**src/pkg/apm_pkg.sv**
```systemverilog
/*
 * Shared constants and carrier types for the auto powerdown manager.
 * Assumes a 40 MHz core clock and an 8-bit host data path.
 */
`default_nettype none
package apm_pkg;
    // floppy register offsets from the controller base
    localparam logic [2:0] OFS_STATUS_A = 3'h0;
    localparam logic [2:0] OFS_STATUS_B = 3'h1;
    localparam logic [2:0] OFS_DRIVE_OUT = 3'h2;
    localparam logic [2:0] OFS_RATE_MAIN = 3'h4;
    localparam logic [2:0] OFS_DATA = 3'h5;
    localparam logic [2:0] OFS_INPUT_CFG = 3'h7;
    // field layout
    localparam logic [7:0] DRIVE_OUT_MOTOR_MASK = 8'hF0;
    localparam int DRIVE_OUT_RESET_N_BIT = 2;
    localparam int RATE_RESET_BIT = 7;
    localparam int RATE_PD_BIT = 6;
    localparam logic [7:0] MAIN_STATUS_IDLE = 8'h80;
    localparam logic [7:0] DRIVE_OUT_RESET_VAL = 8'h00;
    localparam logic [7:0] RATE_RESET_VAL = 8'h00;
    localparam logic [7:0] CONFIG_RESET_VAL = 8'h00;
    localparam logic [7:0] READ_ZERO = 8'h00;
    // extended control mode field
    localparam logic [2:0] ECR_SPP = 3'h0;
    localparam logic [2:0] ECR_BIDIR = 3'h1;
    localparam logic [2:0] ECR_EPP = 3'h4;
    // auto powerdown timer
    localparam int AUTO_PD_TIME_US = 10000;
    localparam int CLK_FREQ_MHZ = 40;
    localparam int AUTO_PD_CYCLES = AUTO_PD_TIME_US * CLK_FREQ_MHZ;
    localparam int NUM_SERIAL = 2;

    typedef enum logic [2:0] {
        FDC_RUN = 3'b001,
        FDC_AUTO_PD = 3'b010,
        FDC_RATE_PD = 3'b100
    } apm_fdc_state_type;

    typedef struct packed {
        logic rd;
        logic wr;
        logic [2:0] addr;
        logic [7:0] wdata;
    } apm_host_req_type;

    typedef struct packed {
        logic [7:0] status_a;
        logic [7:0] status_b;
        logic [7:0] main_status;
        logic [7:0] input_status;
        logic [7:0] data_out;
        logic int_pending;
        logic head_unload_done;
    } apm_fdc_status_type;

    typedef struct packed {
        logic motor0_on_n;
        logic drive0_select_n;
        logic write_stream_n;
        logic write_gate_n;
        logic head_direction_n;
        logic head_step_n;
        logic head_select_n;
        logic [1:0] density_sel;
    } apm_drive_core_type;

    typedef struct packed {
        logic value;
        logic oe_n;
    } apm_pin_type;
endpackage : apm_pkg
`default_nettype wire

```
**src/verilog/apm_manager.sv**
```systemverilog
/*
 * Auto powerdown manager: host decode gating, PLL power select, floppy
 * auto/rate powerdown with register wake, serial and parallel auto powerdown,
 * wake-event output. Assumes the floppy, serial and parallel cores sit beside
 * it and supply their status; the wake logic sits on the trickle supply.
 */
`default_nettype none
// What this block does
// - ignore and decode no host access while supply-good is low
// - wake inputs and wake-event output keep working while supply-good is low
// - PLL off when its bit is set; powered only with bits 0 and supply good
// - status, drive-output, input reads and rate/config writes do not wake
// - main status read or any data register access wakes the floppy
// - writes in powerdown are kept; reads return live status
// - motor-enable or software-reset writes wake; other such writes do not
// - after a non-waking access the floppy drops back to low power itself
// - host pins keep working; interrupt and DMA requests held low
// - motor0, select0, write data and gate tristate; others stay active
// - serial auto powerdown only when its enable bit is set
// - transmitter sleeps once holding buffer and shift register are empty
// - receiver sleeps when its FIFO is empty and it awaits a start bit
// - a transmit buffer write wakes the transmitter
// - any change on the receive input wakes the receiver
// - ring indicator keeps following its input during powerdown
// - parallel auto powerdown only when its enable bit is set
// - EPP sleeps if not enabled, or ECP mode without EPP selected
// - ECP sleeps if not enabled, or SPP, bidirectional or EPP selected
// - parallel power state follows mode changes at once
// - floppy auto-sleeps only with motors off, idle, head unloaded, timer done
// - after wake the floppy restarts its timer and sleeps again later
// - rate-register powerdown overrides auto; after wake auto applies again
module apm_manager
    import apm_pkg::*;
#(
    parameter int unsigned AUTO_PD_COUNT = apm_pkg::AUTO_PD_CYCLES,
    parameter int unsigned SERIAL_PORTS = apm_pkg::NUM_SERIAL
) (
    input wire logic clk,
    input wire logic reset_n,
    input wire logic supply_good_internal,
    input wire apm_pkg::apm_host_req_type host_req,
    output logic [7:0] host_rdata,
    output logic host_ack,
    output logic fifo_read_strobe,
    output logic fifo_write_strobe,
    input wire apm_pkg::apm_fdc_status_type fdc_status,
    input wire apm_pkg::apm_drive_core_type drive_core,
    input wire logic core_interrupt_request,
    input wire logic core_dma_request,
    output logic [7:0] drive_output_control,
    output logic [7:0] rate_select,
    output logic [7:0] rate_config_control,
    output logic fdc_powered_down,
    output logic fdc_access_awake,
    output logic fdc_wake,
    output apm_pkg::apm_pin_type motor0_on_n,
    output apm_pkg::apm_pin_type drive0_select_n,
    output apm_pkg::apm_pin_type write_stream_n,
    output apm_pkg::apm_pin_type write_gate_n,
    output logic head_direction_n,
    output logic head_step_n,
    output logic head_select_n,
    output logic [1:0] density_sel,
    output logic interrupt_request_out,
    output logic dma_request_out,
    input wire logic pll_powerdown_bit,
    input wire logic event_power_bit,
    output logic pll_powered,
    output logic pll_reserved,
    input wire logic floppy_auto_pd_enable,
    input wire logic parport_auto_pd_enable,
    input wire logic serial1_auto_pd_enable,
    input wire logic serial2_auto_pd_enable,
    input wire logic epp_config_enable,
    input wire logic ecp_config_enable,
    input wire logic [2:0] ecr_mode,
    output logic epp_powered_down,
    output logic ecp_powered_down,
    input wire logic [SERIAL_PORTS-1:0] holding_empty,
    input wire logic [SERIAL_PORTS-1:0] shift_empty,
    input wire logic [SERIAL_PORTS-1:0] transmit_holding_write,
    input wire logic [SERIAL_PORTS-1:0] rx_fifo_empty,
    input wire logic [SERIAL_PORTS-1:0] rx_wait_start,
    input wire logic [SERIAL_PORTS-1:0] serial_receive_in,
    input wire logic [SERIAL_PORTS-1:0] ring_indicator,
    output logic [SERIAL_PORTS-1:0] tx_powered_down,
    output logic [SERIAL_PORTS-1:0] rx_powered_down,
    output logic [SERIAL_PORTS-1:0] ring_indicator_level,
    output logic wake_event_out_n
);
    import apm_pkg::*;

    localparam int TW = $clog2(AUTO_PD_COUNT + 1);

    if (AUTO_PD_COUNT < 1 || SERIAL_PORTS != NUM_SERIAL) begin : g_param_check
        $error("apm_manager: unsupported parameter values");
    end

    logic [1:0] reset_pipe;
    logic rst_n;
    logic sg_meta;
    logic sg_sync;
    logic [SERIAL_PORTS-1:0] rx_meta;
    logic [SERIAL_PORTS-1:0] rx_sync;
    logic [SERIAL_PORTS-1:0] rx_prev;
    logic [SERIAL_PORTS-1:0] ri_meta;
    logic [SERIAL_PORTS-1:0] ri_sync;
    logic [SERIAL_PORTS-1:0] ri_prev;
    logic [SERIAL_PORTS-1:0] rx_edge;
    logic [SERIAL_PORTS-1:0] ri_edge;
    logic [SERIAL_PORTS-1:0] serial_enable;
    logic rd_ok;
    logic wr_ok;
    logic wake_access;
    logic rate_pd_write;
    logic auto_ready;
    logic [TW-1:0] pd_timer;
    logic wake_latched;
    apm_fdc_state_type state;
    apm_fdc_state_type next_state;

    // reset release through two flip-flops
    always_ff @(posedge clk or negedge reset_n) begin
        if (!reset_n) begin
            reset_pipe <= 2'b00;
        end else begin
            reset_pipe <= {reset_pipe[0], 1'b1};
        end
    end
    assign rst_n = reset_pipe[1];

    // synchronisers for the asynchronous supply and wake inputs
    always_ff @(posedge clk or negedge rst_n) begin
        if (!rst_n) begin
            sg_meta <= 1'b0;
            sg_sync <= 1'b0;
            rx_meta <= '1;
            rx_sync <= '1;
            rx_prev <= '1;
            ri_meta <= '0;
            ri_sync <= '0;
            ri_prev <= '0;
        end else begin
            sg_meta <= supply_good_internal;
            sg_sync <= sg_meta;
            rx_meta <= serial_receive_in;
            rx_sync <= rx_meta;
            rx_prev <= rx_sync;
            ri_meta <= ring_indicator;
            ri_sync <= ri_meta;
            ri_prev <= ri_sync;
        end
    end
    assign rx_edge = rx_sync ^ rx_prev;
    assign ri_edge = ri_sync ^ ri_prev;

    // host decode, gated by supply good
    assign rd_ok = sg_sync && host_req.rd;
    assign wr_ok = sg_sync && host_req.wr;
    assign fifo_read_strobe = rd_ok && host_req.addr == OFS_DATA;
    assign fifo_write_strobe = wr_ok && host_req.addr == OFS_DATA;

    // accesses that wake the floppy; all others leave it asleep
    always_comb begin
        wake_access = 1'b0;
        if (rd_ok && host_req.addr == OFS_RATE_MAIN) begin
            wake_access = 1'b1;
        end
        if (fifo_read_strobe || fifo_write_strobe) begin
            wake_access = 1'b1;
        end
        if (wr_ok && host_req.addr == OFS_DRIVE_OUT &&
            ((host_req.wdata & DRIVE_OUT_MOTOR_MASK) != READ_ZERO ||
             !host_req.wdata[DRIVE_OUT_RESET_N_BIT])) begin
            wake_access = 1'b1;
        end
        if (wr_ok && host_req.addr == OFS_RATE_MAIN && host_req.wdata[RATE_RESET_BIT]) begin
            wake_access = 1'b1;
        end
    end
    assign rate_pd_write = wr_ok && host_req.addr == OFS_RATE_MAIN &&
        host_req.wdata[RATE_PD_BIT] && !wake_access;

    // read data and ack one cycle after the request, awake or not
    always_ff @(posedge clk or negedge rst_n) begin
        if (!rst_n) begin
            host_rdata <= READ_ZERO;
            host_ack <= 1'b0;
        end else begin
            host_ack <= rd_ok || wr_ok;
            if (rd_ok) begin
                case (host_req.addr)
                    OFS_STATUS_A: host_rdata <= fdc_status.status_a;
                    OFS_STATUS_B: host_rdata <= fdc_status.status_b;
                    OFS_DRIVE_OUT: host_rdata <= drive_output_control;
                    OFS_RATE_MAIN: host_rdata <= fdc_status.main_status;
                    OFS_DATA: host_rdata <= fdc_status.data_out;
                    OFS_INPUT_CFG: host_rdata <= fdc_status.input_status;
                    default: host_rdata <= READ_ZERO;
                endcase
            end
        end
    end

    // write-only and shadowed registers, retained through powerdown
    always_ff @(posedge clk or negedge rst_n) begin
        if (!rst_n) begin
            drive_output_control <= DRIVE_OUT_RESET_VAL;
            rate_select <= RATE_RESET_VAL;
            rate_config_control <= CONFIG_RESET_VAL;
        end else begin
            if (wr_ok && host_req.addr == OFS_DRIVE_OUT) begin
                drive_output_control <= host_req.wdata;
            end
            if (wr_ok && host_req.addr == OFS_RATE_MAIN) begin
                rate_select <= host_req.wdata;
            end else if (state == FDC_RATE_PD && wake_access) begin
                rate_select[RATE_PD_BIT] <= 1'b0;
            end
            if (wr_ok && host_req.addr == OFS_INPUT_CFG) begin
                rate_config_control <= host_req.wdata;
            end
        end
    end

    // auto powerdown timer: cancelled when disabled, restarted on every wake
    always_ff @(posedge clk or negedge rst_n) begin
        if (!rst_n) begin
            pd_timer <= TW'(AUTO_PD_COUNT);
        end else if (state != FDC_RUN || !floppy_auto_pd_enable || wake_access) begin
            pd_timer <= TW'(AUTO_PD_COUNT);
        end else if (pd_timer != '0) begin
            pd_timer <= pd_timer - TW'(1);
        end
    end

    assign auto_ready = floppy_auto_pd_enable &&
        (drive_output_control & DRIVE_OUT_MOTOR_MASK) == READ_ZERO &&
        fdc_status.main_status == MAIN_STATUS_IDLE && !fdc_status.int_pending &&
        fdc_status.head_unload_done && pd_timer == '0;

    always_comb begin
        next_state = state;
        case (state)
            FDC_RUN: begin
                if (rate_pd_write) begin
                    next_state = FDC_RATE_PD;
                end else if (auto_ready && !wake_access) begin
                    next_state = FDC_AUTO_PD;
                end
            end
            FDC_AUTO_PD: begin
                if (wake_access || !floppy_auto_pd_enable) begin
                    next_state = FDC_RUN;
                end else if (rate_pd_write) begin
                    next_state = FDC_RATE_PD;
                end
            end
            FDC_RATE_PD: begin
                if (wake_access) begin
                    next_state = FDC_RUN;
                end
            end
            default: next_state = FDC_RUN;
        endcase
    end

    // non-waking accesses leave the state alone, so no wake-up is needed after
    always_ff @(posedge clk or negedge rst_n) begin
        if (!rst_n) begin
            state <= FDC_RUN;
        end else begin
            state <= next_state;
        end
    end

    assign fdc_powered_down = state != FDC_RUN;
    assign fdc_wake = fdc_powered_down && wake_access;
    // core clocks run while awake, and while asleep only during an access on the bus
    assign fdc_access_awake = !fdc_powered_down || rd_ok || wr_ok;
    // requests held low while asleep; host data pins untouched
    assign interrupt_request_out = core_interrupt_request && !fdc_powered_down;
    assign dma_request_out = core_dma_request && !fdc_powered_down;

    // drive pins: four tristate in powerdown, the rest stay active
    always_ff @(posedge clk or negedge rst_n) begin
        if (!rst_n) begin
            motor0_on_n <= '{value: 1'b1, oe_n: 1'b1};
            drive0_select_n <= '{value: 1'b1, oe_n: 1'b1};
            write_stream_n <= '{value: 1'b1, oe_n: 1'b1};
            write_gate_n <= '{value: 1'b1, oe_n: 1'b1};
            head_direction_n <= 1'b1;
            head_step_n <= 1'b1;
            head_select_n <= 1'b1;
            density_sel <= 2'b00;
        end else begin
            motor0_on_n <= '{value: drive_core.motor0_on_n, oe_n: fdc_powered_down};
            drive0_select_n <= '{value: drive_core.drive0_select_n, oe_n: fdc_powered_down};
            write_stream_n <= '{value: drive_core.write_stream_n, oe_n: fdc_powered_down};
            write_gate_n <= '{value: drive_core.write_gate_n, oe_n: fdc_powered_down};
            head_direction_n <= drive_core.head_direction_n;
            head_step_n <= drive_core.head_step_n;
            head_select_n <= drive_core.head_select_n;
            density_sel <= drive_core.density_sel;
        end
    end

    // PLL power select
    always_ff @(posedge clk or negedge rst_n) begin
        if (!rst_n) begin
            pll_powered <= 1'b0;
            pll_reserved <= 1'b0;
        end else begin
            pll_powered <= !pll_powerdown_bit && !event_power_bit && sg_sync;
            pll_reserved <= !pll_powerdown_bit && (event_power_bit || !sg_sync);
        end
    end

    // parallel port power state, re-evaluated every cycle
    always_ff @(posedge clk or negedge rst_n) begin
        if (!rst_n) begin
            epp_powered_down <= 1'b0;
            ecp_powered_down <= 1'b0;
        end else begin
            epp_powered_down <= parport_auto_pd_enable && (!epp_config_enable ||
                (ecp_config_enable && ecr_mode != ECR_EPP));
            ecp_powered_down <= parport_auto_pd_enable && (!ecp_config_enable ||
                ecr_mode == ECR_SPP || ecr_mode == ECR_BIDIR ||
                ecr_mode == ECR_EPP);
        end
    end

    // wake event latches synced input edges only while supply good is low; cleared once it is high
    always_ff @(posedge clk or negedge rst_n) begin
        if (!rst_n) begin
            wake_latched <= 1'b0;
        end else if (!sg_sync && (|rx_edge || |ri_edge)) begin
            wake_latched <= 1'b1;
        end else if (sg_sync) begin
            wake_latched <= 1'b0;
        end
    end
    assign wake_event_out_n = !wake_latched;

    assign serial_enable = {serial2_auto_pd_enable, serial1_auto_pd_enable};

    for (genvar i = 0; i < SERIAL_PORTS; i++) begin : g_serial
        always_ff @(posedge clk or negedge rst_n) begin
            if (!rst_n) begin
                tx_powered_down[i] <= 1'b0;
                rx_powered_down[i] <= 1'b0;
                ring_indicator_level[i] <= 1'b0;
            end else begin
                ring_indicator_level[i] <= ri_sync[i];
                if (!serial_enable[i] || transmit_holding_write[i]) begin
                    tx_powered_down[i] <= 1'b0;
                end else if (holding_empty[i] && shift_empty[i]) begin
                    tx_powered_down[i] <= 1'b1;
                end
                if (!serial_enable[i] || rx_edge[i]) begin
                    rx_powered_down[i] <= 1'b0;
                end else if (rx_fifo_empty[i] && rx_wait_start[i]) begin
                    rx_powered_down[i] <= 1'b1;
                end
            end
        end

        property p_tx_wake;
            @(posedge clk) disable iff (!rst_n)
            transmit_holding_write[i] |=> !tx_powered_down[i];
        endproperty
        a_tx_wake: assert property (p_tx_wake) else $error("tx stayed asleep");

        property p_rx_wake;
            @(posedge clk) disable iff (!rst_n)
            $changed(rx_sync[i]) |=> !rx_powered_down[i];
        endproperty
        a_rx_wake: assert property (p_rx_wake) else $error("rx stayed asleep");

        property p_serial_off;
            @(posedge clk) disable iff (!rst_n)
            !serial_enable[i] |=> !tx_powered_down[i] && !rx_powered_down[i];
        endproperty
        a_serial_off: assert property (p_serial_off) else $error("serial pd w/o enable");
    end

    property p_no_decode;
        @(posedge clk) disable iff (!rst_n)
        !sg_sync |=> !host_ack;
    endproperty
    a_no_decode: assert property (p_no_decode) else $error("access decoded w/o supply");

    property p_pll;
        @(posedge clk) disable iff (!rst_n)
        pll_powerdown_bit |=> !pll_powered && !pll_reserved;
    endproperty
    a_pll: assert property (p_pll) else $error("pll not powered down");

    property p_status_no_wake;
        @(posedge clk) disable iff (!rst_n)
        state == FDC_AUTO_PD && floppy_auto_pd_enable && rd_ok && !wr_ok &&
            host_req.addr == OFS_STATUS_A |=> state == FDC_AUTO_PD;
    endproperty
    a_status_no_wake: assert property (p_status_no_wake) else $error("status read woke");

    property p_main_wake;
        @(posedge clk) disable iff (!rst_n)
        fdc_powered_down && rd_ok && host_req.addr == OFS_RATE_MAIN |=> state == FDC_RUN;
    endproperty
    a_main_wake: assert property (p_main_wake) else $error("main status read no wake");

    property p_motor_wake;
        @(posedge clk) disable iff (!rst_n)
        fdc_powered_down && wr_ok && host_req.addr == OFS_DRIVE_OUT &&
            (host_req.wdata & DRIVE_OUT_MOTOR_MASK) != READ_ZERO
            |=> state == FDC_RUN ##1 !fdc_powered_down;
    endproperty
    a_motor_wake: assert property (p_motor_wake) else $error("motor write no wake");

    property p_req_low;
        @(posedge clk) disable iff (!rst_n)
        fdc_powered_down |-> !interrupt_request_out && !dma_request_out;
    endproperty
    a_req_low: assert property (p_req_low) else $error("request high in powerdown");

    property p_tristate;
        @(posedge clk) disable iff (!rst_n)
        fdc_powered_down |=> motor0_on_n.oe_n && drive0_select_n.oe_n &&
            write_stream_n.oe_n && write_gate_n.oe_n;
    endproperty
    a_tristate: assert property (p_tristate) else $error("drive pin not tristated");

    property p_auto_entry;
        @(posedge clk) disable iff (!rst_n)
        state == FDC_RUN ##1 state == FDC_AUTO_PD |-> $past(pd_timer) == '0 &&
            $past(fdc_status.main_status) == MAIN_STATUS_IDLE;
    endproperty
    a_auto_entry: assert property (p_auto_entry) else $error("early auto powerdown");

    property p_epp;
        @(posedge clk) disable iff (!rst_n)
        parport_auto_pd_enable && !epp_config_enable |=> epp_powered_down;
    endproperty
    a_epp: assert property (p_epp) else $error("epp not powered down");
endmodule : apm_manager
`default_nettype wire

```
**config.mk**
```make
export PLATFORM = sky130hd
export DESIGN_NAME = apm_manager
export DESIGN_NICKNAME = d
export VERILOG_FILES = /design/src/pkg/apm_pkg.sv /design/src/verilog/apm_manager.sv
export SDC_FILE = /design/constraint.sdc
export NUM_CORES = 1
export LEC_CHECK = 0
export ABC_CLOCK_PERIOD_IN_PS = 2900
export BUFFER_PORTS_ARGS = -buffer_cell sky130_fd_sc_hd__buf_2
export CAP_MARGIN = 5
export CELL_PAD_IN_SITES_DETAIL_PLACEMENT = 1
export CELL_PAD_IN_SITES_GLOBAL_PLACEMENT = 2
export CORE_MARGIN = 1
export CORE_UTILIZATION = 27
export CTS_BUF_LIST = sky130_fd_sc_hd__clkbuf_4 sky130_fd_sc_hd__clkbuf_8 sky130_fd_sc_hd__clkbuf_16
export DETAILED_ROUTE_END_ITERATION = 10
export GPL_TIMING_DRIVEN = 0
export HOLD_SLACK_MARGIN = 0.02
export PLACE_DENSITY_LB_ADDON = 0.1
export SYNTH_ARGS = -nofsm -noshare
export SYNTH_HDL_FRONTEND = slang
export SYNTH_SLANG_ARGS = --single-unit
```
**constraint.sdc**
```tcl
create_clock -name clk -period 2.9 [get_ports clk]
set_input_delay 0.435 -clock clk [delete_from_list [all_inputs] [get_ports clk]]
set_output_delay 0.435 -clock clk [all_outputs]
set_load 0.01 [all_outputs]
```
==> flow_metrics.py, run 1 <==
metrics = {
    "route": {
        "routed_wl_um": 11800,
        "drcViolationCount": 0,
        "num_vias": 3329,
        "dr.pass1.iters": 4,
        "drtAntennaViolNets": 0,
        "viasPerCell": 4.78,
        "drtIter0Drc": 99,
        "post_drt_wl_per_cell_um": 16.9,
    },
    "clock_network": {
        "clk_latency_ns": 0.34,
        "clk_pin_slew_worst_paths_ns": 0.06,
        "cts_tree": "built",
        "clock_path_buffers": 2,
        "cts_buffers": 9,
        "h-tree-depth": 3,
        "postCtsSetupBuffers": 0,
        "cts_sinks": 90,
        "clock-root-buffer": "clkbuf_16",
    },
    "timing": {
        "final_max_slew_viol_count": 0,
        "hold_violations": 0,
        "setup_viol": 0,
        "fin_crit_sh_pct": 89.2,
        "relSlewSlack_pct": 52.8,
        "fin_crit_ns": 2.59,
        "grt_setup_unrepaired": "no",
        "setup_tns_ns": 0,
        "worst_slack_ns": 0.313,
        "worstMarginPinSlew_ns": 0.705,
        "fin_skew_ns": 0.00508,
        "max_freq_ghz": 0.387,
    },
    "placement": {
        "dp.cells": 680,
        "preCtsSetupSlack_ns": -0.0860,
        "place_congestion": 0.772,
        "dp_hpwl_um": 9000,
        "port_buffers": 155,
    },
    "power_and_ir_drop": {
        "leakagePower_nw": 2.50,
        "p_sw_uw": 907,
        "total_power_mw": 3.31,
        "switching_share_pct": 27.4,
        "p_int_mw": 2.40,
        "seq_power_share_pct": 45.7,
        "power_density_nw_per_um2": 614,
        "ir_drop_v": 0.000354,
        "clockPowerShare_pct": 36.6,
        "p_comb_share_pct": 17.7,
    },
    "yosys": {
        "netlist_instances": 340,
        "ys.flop_type": "dfrtp_1",
        "ys_seq_area_share_pct": 56.5,
        "synth_fp_nets": 436,
        "syn_avg_cell_area_um2": 11.9,
        "async_flop_share_pct": 100,
        "synth_seq_cells": 90,
        "ys_warn_count": 0,
        "yosysUniqueCellTypes": 58,
        "syn_area_um2": 4030,
        "synth-edff-count": 0,
    },
    "die": {
        "fp.dieH_um": 124,
        "rows": 44,
        "die_x_um": 124,
        "die-area_um2": 15400,
        "ioPinCount": 158,
        "core_area_um2": 14500,
        "start_util_pct": 27.7,
    },
    "setup_path": {
        "worstPathRequired_ns": 2.47,
        "path_class": "in2out",
        "end_kind": "output pin",
        "crit_start": "host_req[8]",
        "r2r-start": "pd_timer[0]",
        "startpoint_type": "input port",
        "crit_fanout": 10,
        "crit_arrival_ns": 2.15,
    },
    "global_route": {
        "antenna_found_initial": 1,
        "grt_pass1_wl_um": 19400,
        "grt_usage_pct": 16.0,
        "grt_max_degree": 58,
        "grt_pass1_vias": 3513,
        "grt-ovfl-total": 0,
    },
    "cells_and_area": {
        "utilization_pct": 37.1,
        "syn_to_final_growth_pct": 33.6,
        "final_common_cell": "buf_2",
        "drive_gt1_share_pct": 46.4,
        "finalNonFillerCells": 697,
        "final_cell_mix": "buf_2, dfrtp_1, nor2_1, nand2_1, mux2_2",
        "diodes": 0,
        "nNetsFinal": 604,
    },
    "run": {
        "drv_cap": 0,
    },
    "status": {
        "status": "completed",
    },
    "min_path": {
        "hold_start": "drive_core[7]",
        "min_path_type": "in2reg",
    },
}
==> layout make-up <==
type / instances / area [µm²]
Tap cell: 184 / 230
Timing Repair Buffer: 157 / 813
Buffer: 16 / 72.6
Fill cell: 1628 / 9150
Sequential cell: 90 / 2280
Clock buffer: 11 / 246
Inverter: 7 / 26.3
Clock inverter: 5 / 61.3
Multi-Input combinational cell: 227 / 1660
==> worst max-delay path, stage by stage <==
cell	delay, ns
clkbuf_1	0.33
clkbuf_1	0.56
a21oi_1	0.19
o22a_1	0.32
nor2_1	0.16
buf_2	0.15
==> metrics by stage <==
step	cell area (µm²)	hold WS (ns)
final	5390	0.187
after global placement	5040	0.221
after global routing	5390	0.160
after floorplan	4030	0.139
after CTS	5390	0.168
after detailed placement	5070	0.225
==> Yosys cell counts, types with 5 or more instances <==
library cell	instances	area share (%)
a22oi_1	7	1.3
nor2_1	37	3.4
a22o_1	7	1.5
nand3_1	9	1.1
dfstp_2	21	14
mux2_2	22	6.1
clkbuf_1	11	1.0
dfrtp_1	69	43
inv_1	7	0.65
xor2_1	12	2.6
nand2b_1	5	0.78
nor3_1	6	0.74
mux4_2	7	3.9
a21oi_1	21	2.6
nand2_1	22	2.0
==> sequential cells by signal, indices dropped and copies added, names as in the netlist, 3 cells and up <==
name	count
drive_output_control	8
host_rdata	8
pd_timer	19
rate_config_control	8
rate_select	8
state	3
==> layer usage <==
layer | up-vias | wire length [µm] | global-route usage, %
met3 | 10 | 456 | 4.57
li1 | 1555 | - | -
met1 | 1685 | 5250 | 20.4
met4 | 2 | 128 | 4.68
met5 | - | 13 | 0
met2 | 77 | 5950 | 26.3
==> final timing paths <==
| kind | to | slack (ns) | depth (start not counted) |
|---|---|---|---|
| max | fdc_wake | 0.31 | 6 |
| min | drive0_select_n[1] | 0.19 | 1 |
| max reg2reg | state[1] | 0.32 | 8 |
| min reg2reg | density_sel[1] | 0.30 | 0 |
| max in group asynchronous | rx_prev[0] | 1.91 | 1 |
| min in group asynchronous | density_sel[1] | 0.30 | 0 |
==> kinds of logic (layout without fill, tap and decap cells) <==
group,count (synthesis),after routing,share of synthesized area (%)
flops,90,90,56.5
xor+xnor,16,16,3.47
compound gates,61,61,10.5
other cells,1,1,0.0930
buf+inv,23,196,2.45
simple gates,116,116,15.9
mux,31,31,10.5
fa+ha+maj,2,2,0.620
==> power by group through the flow <==
stage	combinational [mW]	sequential [mW]	clock (mW)
2_1_floorplan	0.261	1.57	0
6_report	0.586	1.51	1.21
4_1_cts	0.598	1.51	1.26
3_3_place_gp	0.566	1.54	0
3_5_place_dp	0.595	1.53	0
5_1_grt	0.648	1.53	1.31
==> timing repair <==
item,4_1_cts,5_1_grt
endpoints found under the hold margin,2,0
gates resized for setup,0,0
hold buffers,1,0
(Power assumes the default switching activity.)
==> run 2, diff against run 1 <==
--- a/config.mk
+++ b/config.mk
@@ -5,13 +5,13 @@
 export SDC_FILE = /design/constraint.sdc
 export NUM_CORES = 1
 export LEC_CHECK = 0
-export ABC_CLOCK_PERIOD_IN_PS = 2900
+export ABC_CLOCK_PERIOD_IN_PS = 3080
 export BUFFER_PORTS_ARGS = -buffer_cell sky130_fd_sc_hd__buf_2
 export CAP_MARGIN = 5
 export CELL_PAD_IN_SITES_DETAIL_PLACEMENT = 1
 export CELL_PAD_IN_SITES_GLOBAL_PLACEMENT = 2
 export CORE_MARGIN = 1
-export CORE_UTILIZATION = 27
+export CORE_UTILIZATION = 30
 export CTS_BUF_LIST = sky130_fd_sc_hd__clkbuf_4 sky130_fd_sc_hd__clkbuf_8 sky130_fd_sc_hd__clkbuf_16
 export DETAILED_ROUTE_END_ITERATION = 10
 export GPL_TIMING_DRIVEN = 0
==> constraint.sdc (replaced) <==
create_clock -name clk -period 3.08 [get_ports clk]
set_input_delay 0.462 -clock clk [delete_from_list [all_inputs] [get_ports clk]]
set_output_delay 0.462 -clock clk [all_outputs]
set_load 0.01 [all_outputs]
==> run 2 against run 1 <==
Via count fell by 1.6%. Global-route usage grew 1.1 points. Total power fell by 8.9%. Clock power shrank 13%. Setup slack better by 0.18 ns. First-iteration DRC count grew 24%. Routed wire length shrank 4.4%. Sequential share of layout area increased by 0.31 points. Sequential cell count is the same. Non-clock buffer count unchanged. Design area fell by 0.72%. Largest cell class unchanged.
==> flow_metrics.py, run 2 (synthesized netlist as in run 1, its figures left out) <==
metrics = {
    "setup_path": {
        "crit_start": "host_req[8]",
        "r2r-start": "pd_timer[0]",
        "path_class": "in2out",
        "worstPathRequired_ns": 2.62,
        "max_stage_delay_ns": 0.59,
        "startpoint_type": "input port",
        "slowest_stage": "clkbuf_1",
        "end_kind": "output pin",
        "crit_top_cell": "clkbuf_1",
        "crit_arrival_ns": 2.13,
        "path_cells": "clkbuf_1 -> clkbuf_1 -> a21oi_1 -> o22a_1 -> nor2_1 -> buf_2",
        "crit_fanout": 10,
    },
    "power_and_ir_drop": {
        "leakagePower_nw": 2.48,
        "switching_share_pct": 27.8,
        "p_comb_share_pct": 18.2,
        "power_density_nw_per_um2": 563,
        "clockPowerShare_pct": 34.7,
        "ir_drop_v": 0.000379,
        "seq_power_share_pct": 47.1,
        "p_sw_uw": 838,
        "p_int_mw": 2.18,
    },
    "cells_and_area": {
        "largest_reg_flops": 19,
        "top_register": "pd_timer",
        "diodes": 0,
        "nNetsFinal": 604,
        "drive_gt1_share_pct": 46.4,
        "final_common_cell": "buf_2",
        "fin_area_um2": 5350,
        "syn_to_final_growth_pct": 32.6,
        "final_cell_mix": "buf_2, dfrtp_1, nor2_1, nand2_1, mux2_2",
        "nFillCells": 1472,
    },
    "die": {
        "start_util_pct": 31.3,
        "die-area_um2": 13900,
        "rows": 41,
        "ioPinCount": 158,
        "core_area_um2": 12900,
        "fp.dieH_um": 118,
        "die_x_um": 118,
    },
    "route": {
        "drtAntennaViolNets": 0,
        "drtIter0Drc": 123,
        "routed_wl_um": 11300,
        "post_drt_wl_per_cell_um": 16.5,
        "dr.pass1.iters": 4,
        "drcViolationCount": 0,
        "num_vias": 3275,
        "viasPerCell": 4.78,
    },
    "global_route": {
        "grt_max_degree": 57,
        "grt_pass1_vias": 3495,
        "grt_pass1_wl_um": 18300,
        "antenna_found_initial": 0,
        "grt_usage_pct": 17.1,
        "grt-ovfl-total": 0,
    },
    "timing": {
        "hold_violations": 0,
        "grt_setup_unrepaired": "no",
        "setup_tns_ns": 0,
        "fin_crit_ns": 2.59,
        "worstMarginPinSlew_ns": 0.755,
        "relSlewSlack_pct": 49.5,
        "fin_skew_ns": 0.00501,
        "fin_crit_sh_pct": 84.0,
        "max_freq_ghz": 0.386,
        "final_max_slew_viol_count": 0,
        "setup_viol": 0,
    },
    "clock_network": {
        "h-tree-depth": 3,
        "cts_hold_buf": 1,
        "cts_tree": "built",
        "cts_resized": 0,
        "clock_path_buffers": 2,
        "clk_pin_slew_worst_paths_ns": 0.06,
        "postCtsSetupBuffers": 0,
        "clock-root-buffer": "clkbuf_16",
        "clk_latency_ns": 0.34,
        "cts_buffers": 9,
        "cts_sinks": 90,
    },
    "min_path": {
        "hold_start": "drive_core[8]",
        "min_path_type": "in2reg",
    },
    "placement": {
        "placed_area_um2": 5050,
        "place_congestion": 0.769,
        "port_buffers": 155,
        "dp_hpwl_um": 8620,
    },
    "run": {
        "drv_cap": 0,
    },
    "status": {
        "status": "completed",
    },
}
## run 2: critical path: cells and delay by family
kind	cells	cell delay, ns
AOI/OAI and AO/OA	2	0.47
buffers and inverters	3	1.08
and+or+nand+nor	1	0.10
## run 2: area by class of cell
cell class | count | area, µm² | share of cell area, %
clock inverters | 5 | 37.5 | 0.702
repair buffers | 157 | 813 | 15.2
flip-flops and latches | 90 | 2280 | 42.7
multi-input cells | 227 | 1660 | 30.9
plain buffers | 16 | 72.6 | 1.36
well taps | 172 | 215 | 4.02
clock buffers | 11 | 246 | 4.61
inverters | 7 | 26.3 | 0.491
## run 2: metal layers
| metal | up-vias | share of wire, % | GRT usage (%) | routed length [µm] |
|---|---|---|---|---|
| met5 | - | 0 | 0 | 0 |
| met4 | 0 | 1.1 | 4.57 | 122 |
| met3 | 9 | 5.0 | 5.77 | 567 |
| met2 | 82 | 51 | 29.2 | 5730 |
| met1 | 1629 | 43 | 20.4 | 4860 |
| li1 | 1555 | - | - | - |
## run 2: path summary, 6_finish.rpt
kind                                  endpoint  slack (ns)  depth (start not counted)
worst max-delay path                  fdc_wake        0.49                          6
worst min-delay path            motor0_on_n[1]        0.21                          1
worst max register to register        state[1]        0.53                          8
worst min register to register    pd_timer[13]        0.30                          0
max in group asynchronous           rx_meta[0]        2.09                          1
min in group asynchronous         pd_timer[13]        0.30                          0
## run 2: power by group through the flow
stage | Sequential, mW | Clock (mW) | Combinational (mW)
final | 1.42 | 1.05 | 0.548
after global routing | 1.44 | 1.13 | 0.605
after global placement | 1.45 | 0 | 0.530
after floorplan | 1.48 | 0 | 0.245
after CTS | 1.42 | 1.09 | 0.558
after detailed placement | 1.44 | 0 | 0.555
## run 2: through the flow
step	hold slack, ns	power [mW]	worst slack [ns]	std cells	util (%)
2_1_floorplan	0.166	1.73	0.424	340	-
5_1_grt	0.189	3.17	0.253	685	41.5
4_1_cts	0.195	3.07	0.422	685	41.5
3_5_place_dp	0.248	2.00	0.101	668	39.3
3_3_place_gp	0.247	1.98	-0.773	667	39.0
6_report	0.213	3.01	0.492	685	41.5
==> run 3, diff against run 2 <==
--- a/config.mk
+++ b/config.mk
@@ -5,13 +5,13 @@
 export SDC_FILE = /design/constraint.sdc
 export NUM_CORES = 1
 export LEC_CHECK = 0
-export ABC_CLOCK_PERIOD_IN_PS = 3080
+export ABC_CLOCK_PERIOD_IN_PS = 2200
 export BUFFER_PORTS_ARGS = -buffer_cell sky130_fd_sc_hd__buf_2
 export CAP_MARGIN = 5
 export CELL_PAD_IN_SITES_DETAIL_PLACEMENT = 1
 export CELL_PAD_IN_SITES_GLOBAL_PLACEMENT = 2
 export CORE_MARGIN = 1
-export CORE_UTILIZATION = 30
+export CORE_UTILIZATION = 27
 export CTS_BUF_LIST = sky130_fd_sc_hd__clkbuf_4 sky130_fd_sc_hd__clkbuf_8 sky130_fd_sc_hd__clkbuf_16
 export DETAILED_ROUTE_END_ITERATION = 10
 export GPL_TIMING_DRIVEN = 0
==> constraint.sdc (replaced) <==
create_clock -name clk -period 2.2 [get_ports clk]
set_input_delay 0.33 -clock clk [delete_from_list [all_inputs] [get_ports clk]]
set_output_delay 0.33 -clock clk [all_outputs]
set_load 0.01 [all_outputs]
==> run 3 against run 2 <==
The flow now finishes with violations (negative setup slack). Via count up 1.2%. Clock power rose by 65%. Die area up 11%. Setup slack worse by 0.51 ns. Clock skew hardly changed. Design area grew 3.3%. Utilization is 3.5 points lower. Clock-buffer cell count unchanged. Final cell count rose by 2.8%. Critical path depth unchanged. Largest cell class unchanged. Highest routed layer unchanged.
==> flow_metrics.py, run 3 (synthesized netlist as in run 1, its figures left out) <==
metrics = {
    "setup_path": {
        "crit_arrival_ns": 2.50,
        "end_kind": "flop",
        "startpoint_type": "flop",
        "crit_fanout": 3,
        "worstPathRequired_ns": 2.48,
        "regToRegSetupSlack_ns": -0.02,
        "path_class": "reg2reg",
    },
    "die": {
        "fp.dieH_um": 124,
        "start_util_pct": 27.7,
        "core_area_um2": 14500,
        "die-area_um2": 15400,
        "rows": 44,
        "ioPinCount": 158,
        "die_x_um": 124,
    },
    "power_and_ir_drop": {
        "total_power_mw": 4.51,
        "leakagePower_nw": 2.58,
        "power_density_nw_per_um2": 816,
        "p_sw_mw": 1.22,
        "p_int_mw": 3.30,
        "seq_power_share_pct": 44.0,
        "ir_drop_v": 0.000319,
        "p_comb_share_pct": 17.7,
        "clockPowerShare_pct": 38.3,
        "switching_share_pct": 26.9,
    },
    "timing": {
        "worstMarginPinSlew_ns": 0.719,
        "max_freq_ghz": 0.451,
        "setup_viol": 1,
        "final_max_slew_viol_count": 0,
        "grt_setup_unrepaired": "yes",
        "hold_slack_ns": 0.0746,
        "fin_skew_ns": 0.00541,
        "fin_crit_ns": 2.22,
        "relSlewSlack_pct": 52.1,
        "worst_slack_ns": -0.0178,
        "hold_violations": 0,
        "fin_crit_sh_pct": 101,
    },
    "clock_network": {
        "clock-root-buffer": "clkbuf_16",
        "cts_tree": "built",
        "clk_pin_slew_worst_paths_ns": 0.07,
        "clock_path_buffers": 2,
        "h-tree-depth": 3,
        "cts_sinks": 90,
        "cts_buffers": 9,
        "clk_latency_ns": 0.35,
    },
    "cells_and_area": {
        "final_common_cell": "buf_2",
        "drive_gt1_share_pct": 49.9,
        "top_register": "pd_timer",
        "largest_reg_flops": 19,
        "syn_to_final_growth_pct": 37.1,
        "nNetsFinal": 610,
        "nFillCells": 1677,
        "utilization_pct": 38.0,
        "final_cell_mix": "buf_2, dfrtp_1, nor2_1, nand2_1, mux2_2",
    },
    "route": {
        "dr.pass1.iters": 4,
        "drtIter0Drc": 94,
        "post_drt_wl_per_cell_um": 16.5,
        "routed_wl_um": 11600,
        "viasPerCell": 4.71,
        "drtAntennaViolNets": 0,
        "drcViolationCount": 0,
        "num_vias": 3315,
    },
    "global_route": {
        "grt_usage_pct": 15.8,
        "grt_pass1_vias": 3555,
        "grt-ovfl-total": 0,
        "grt_pass1_wl_um": 19100,
        "grt_max_degree": 68,
        "antenna_found_initial": 0,
    },
    "placement": {
        "port_buffers": 155,
        "place_congestion": 0.757,
        "preCtsSetupSlack_ns": -0.701,
        "dp_hpwl_um": 8750,
    },
    "status": {
        "status": "finished, violations left",
        "violations": "negative setup slack",
    },
    "run": {
        "drv_cap": 0,
    },
    "min_path": {
        "min_path_type": "in2reg",
    },
}
-- run 3: cell count changes in the layout (fill, tap and decap cells not counted), moves of 3 or more --
cell      previous run  this run
buf_4                3        11
clkbuf_1            11         5
clkbuf_2             0         3
nor3_1               6         3
-- run 3: worst paths after layout --
kind | to | startpoint | cells past startpoint
max | state[1] | pd_timer[8] | 6
min | rx_meta[0] | serial_receive_in[0] | 1
max reg2reg | state[1] | pd_timer[8] | 6
min reg2reg | density_sel[1] | reset_pipe[1] | 0
max in group asynchronous | rx_meta[1] | reset_pipe[1] | 1
min in group asynchronous | density_sel[1] | reset_pipe[1] | 0
-- run 3: metrics by stage --
| stage | instance area (µm²) | instances | TNS, ns |
|---|---|---|---|
| final | 5530 | 704 | -0.0178 |
| after CTS | 5480 | 701 | -0.0970 |
| after global placement | 5050 | 679 | -10.34 |
| after detailed placement | 5080 | 680 | -11.51 |
| after floorplan | 4040 | 340 | -0.0682 |
| after global routing | 5530 | 703 | -0.0936 |
-- run 3: power by group through the flow --
stage	Combinational [mW]	Clock (mW)	Sequential, mW
2_1_floorplan	0.345	0	2.07
3_3_place_gp	0.746	0	2.03
3_5_place_dp	0.788	0	2.02
4_1_cts	0.803	1.78	1.99
5_1_grt	0.883	1.84	2.02
6_report	0.798	1.73	1.99
-- run 3: cell type report --
type / instances / area, µm² / share of cell area (%)
well taps: 184 / 230 / 4.16
multi-input cells: 227 / 1700 / 30.8
plain buffers: 14 / 78.8 / 1.43
inverters: 7 / 26.3 / 0.475
flip-flops and latches: 90 / 2280 / 41.3
repair buffers: 165 / 873 / 15.8
clock buffers: 11 / 246 / 4.46
diodes: 1 / 2.50 / 0.0453
clock inverters: 5 / 86.3 / 1.56
-- run 3: what timing repair did --
action	in CTS	in global routing
resized for setup	11	8
hold endpoints to repair	2	0
setup endpoints to repair	26	13
pin swaps	6	2
hold buffers	1	0
buffers inserted	5	3
-- run 3: worst max-delay path, stage by stage (launching register included) --
cell	delay (ns)
dfrtp_1	0.41
or4_4	0.50
nand4b_4	0.19
or3_1	0.34
buf_6	0.13
or4_4	0.47
a21oi_2	0.12
-- run 3: metal layers --
| metal | global-route usage [%] | up-vias | wire (µm) |
|---|---|---|---|
| li1 | - | 1565 | - |
| met2 | 26.3 | 80 | 5710 |
| met4 | 5.74 | 0 | 176 |
| met5 | 0 | - | 0 |
| met3 | 3.19 | 13 | 498 |
| met1 | 20.1 | 1657 | 5220 |
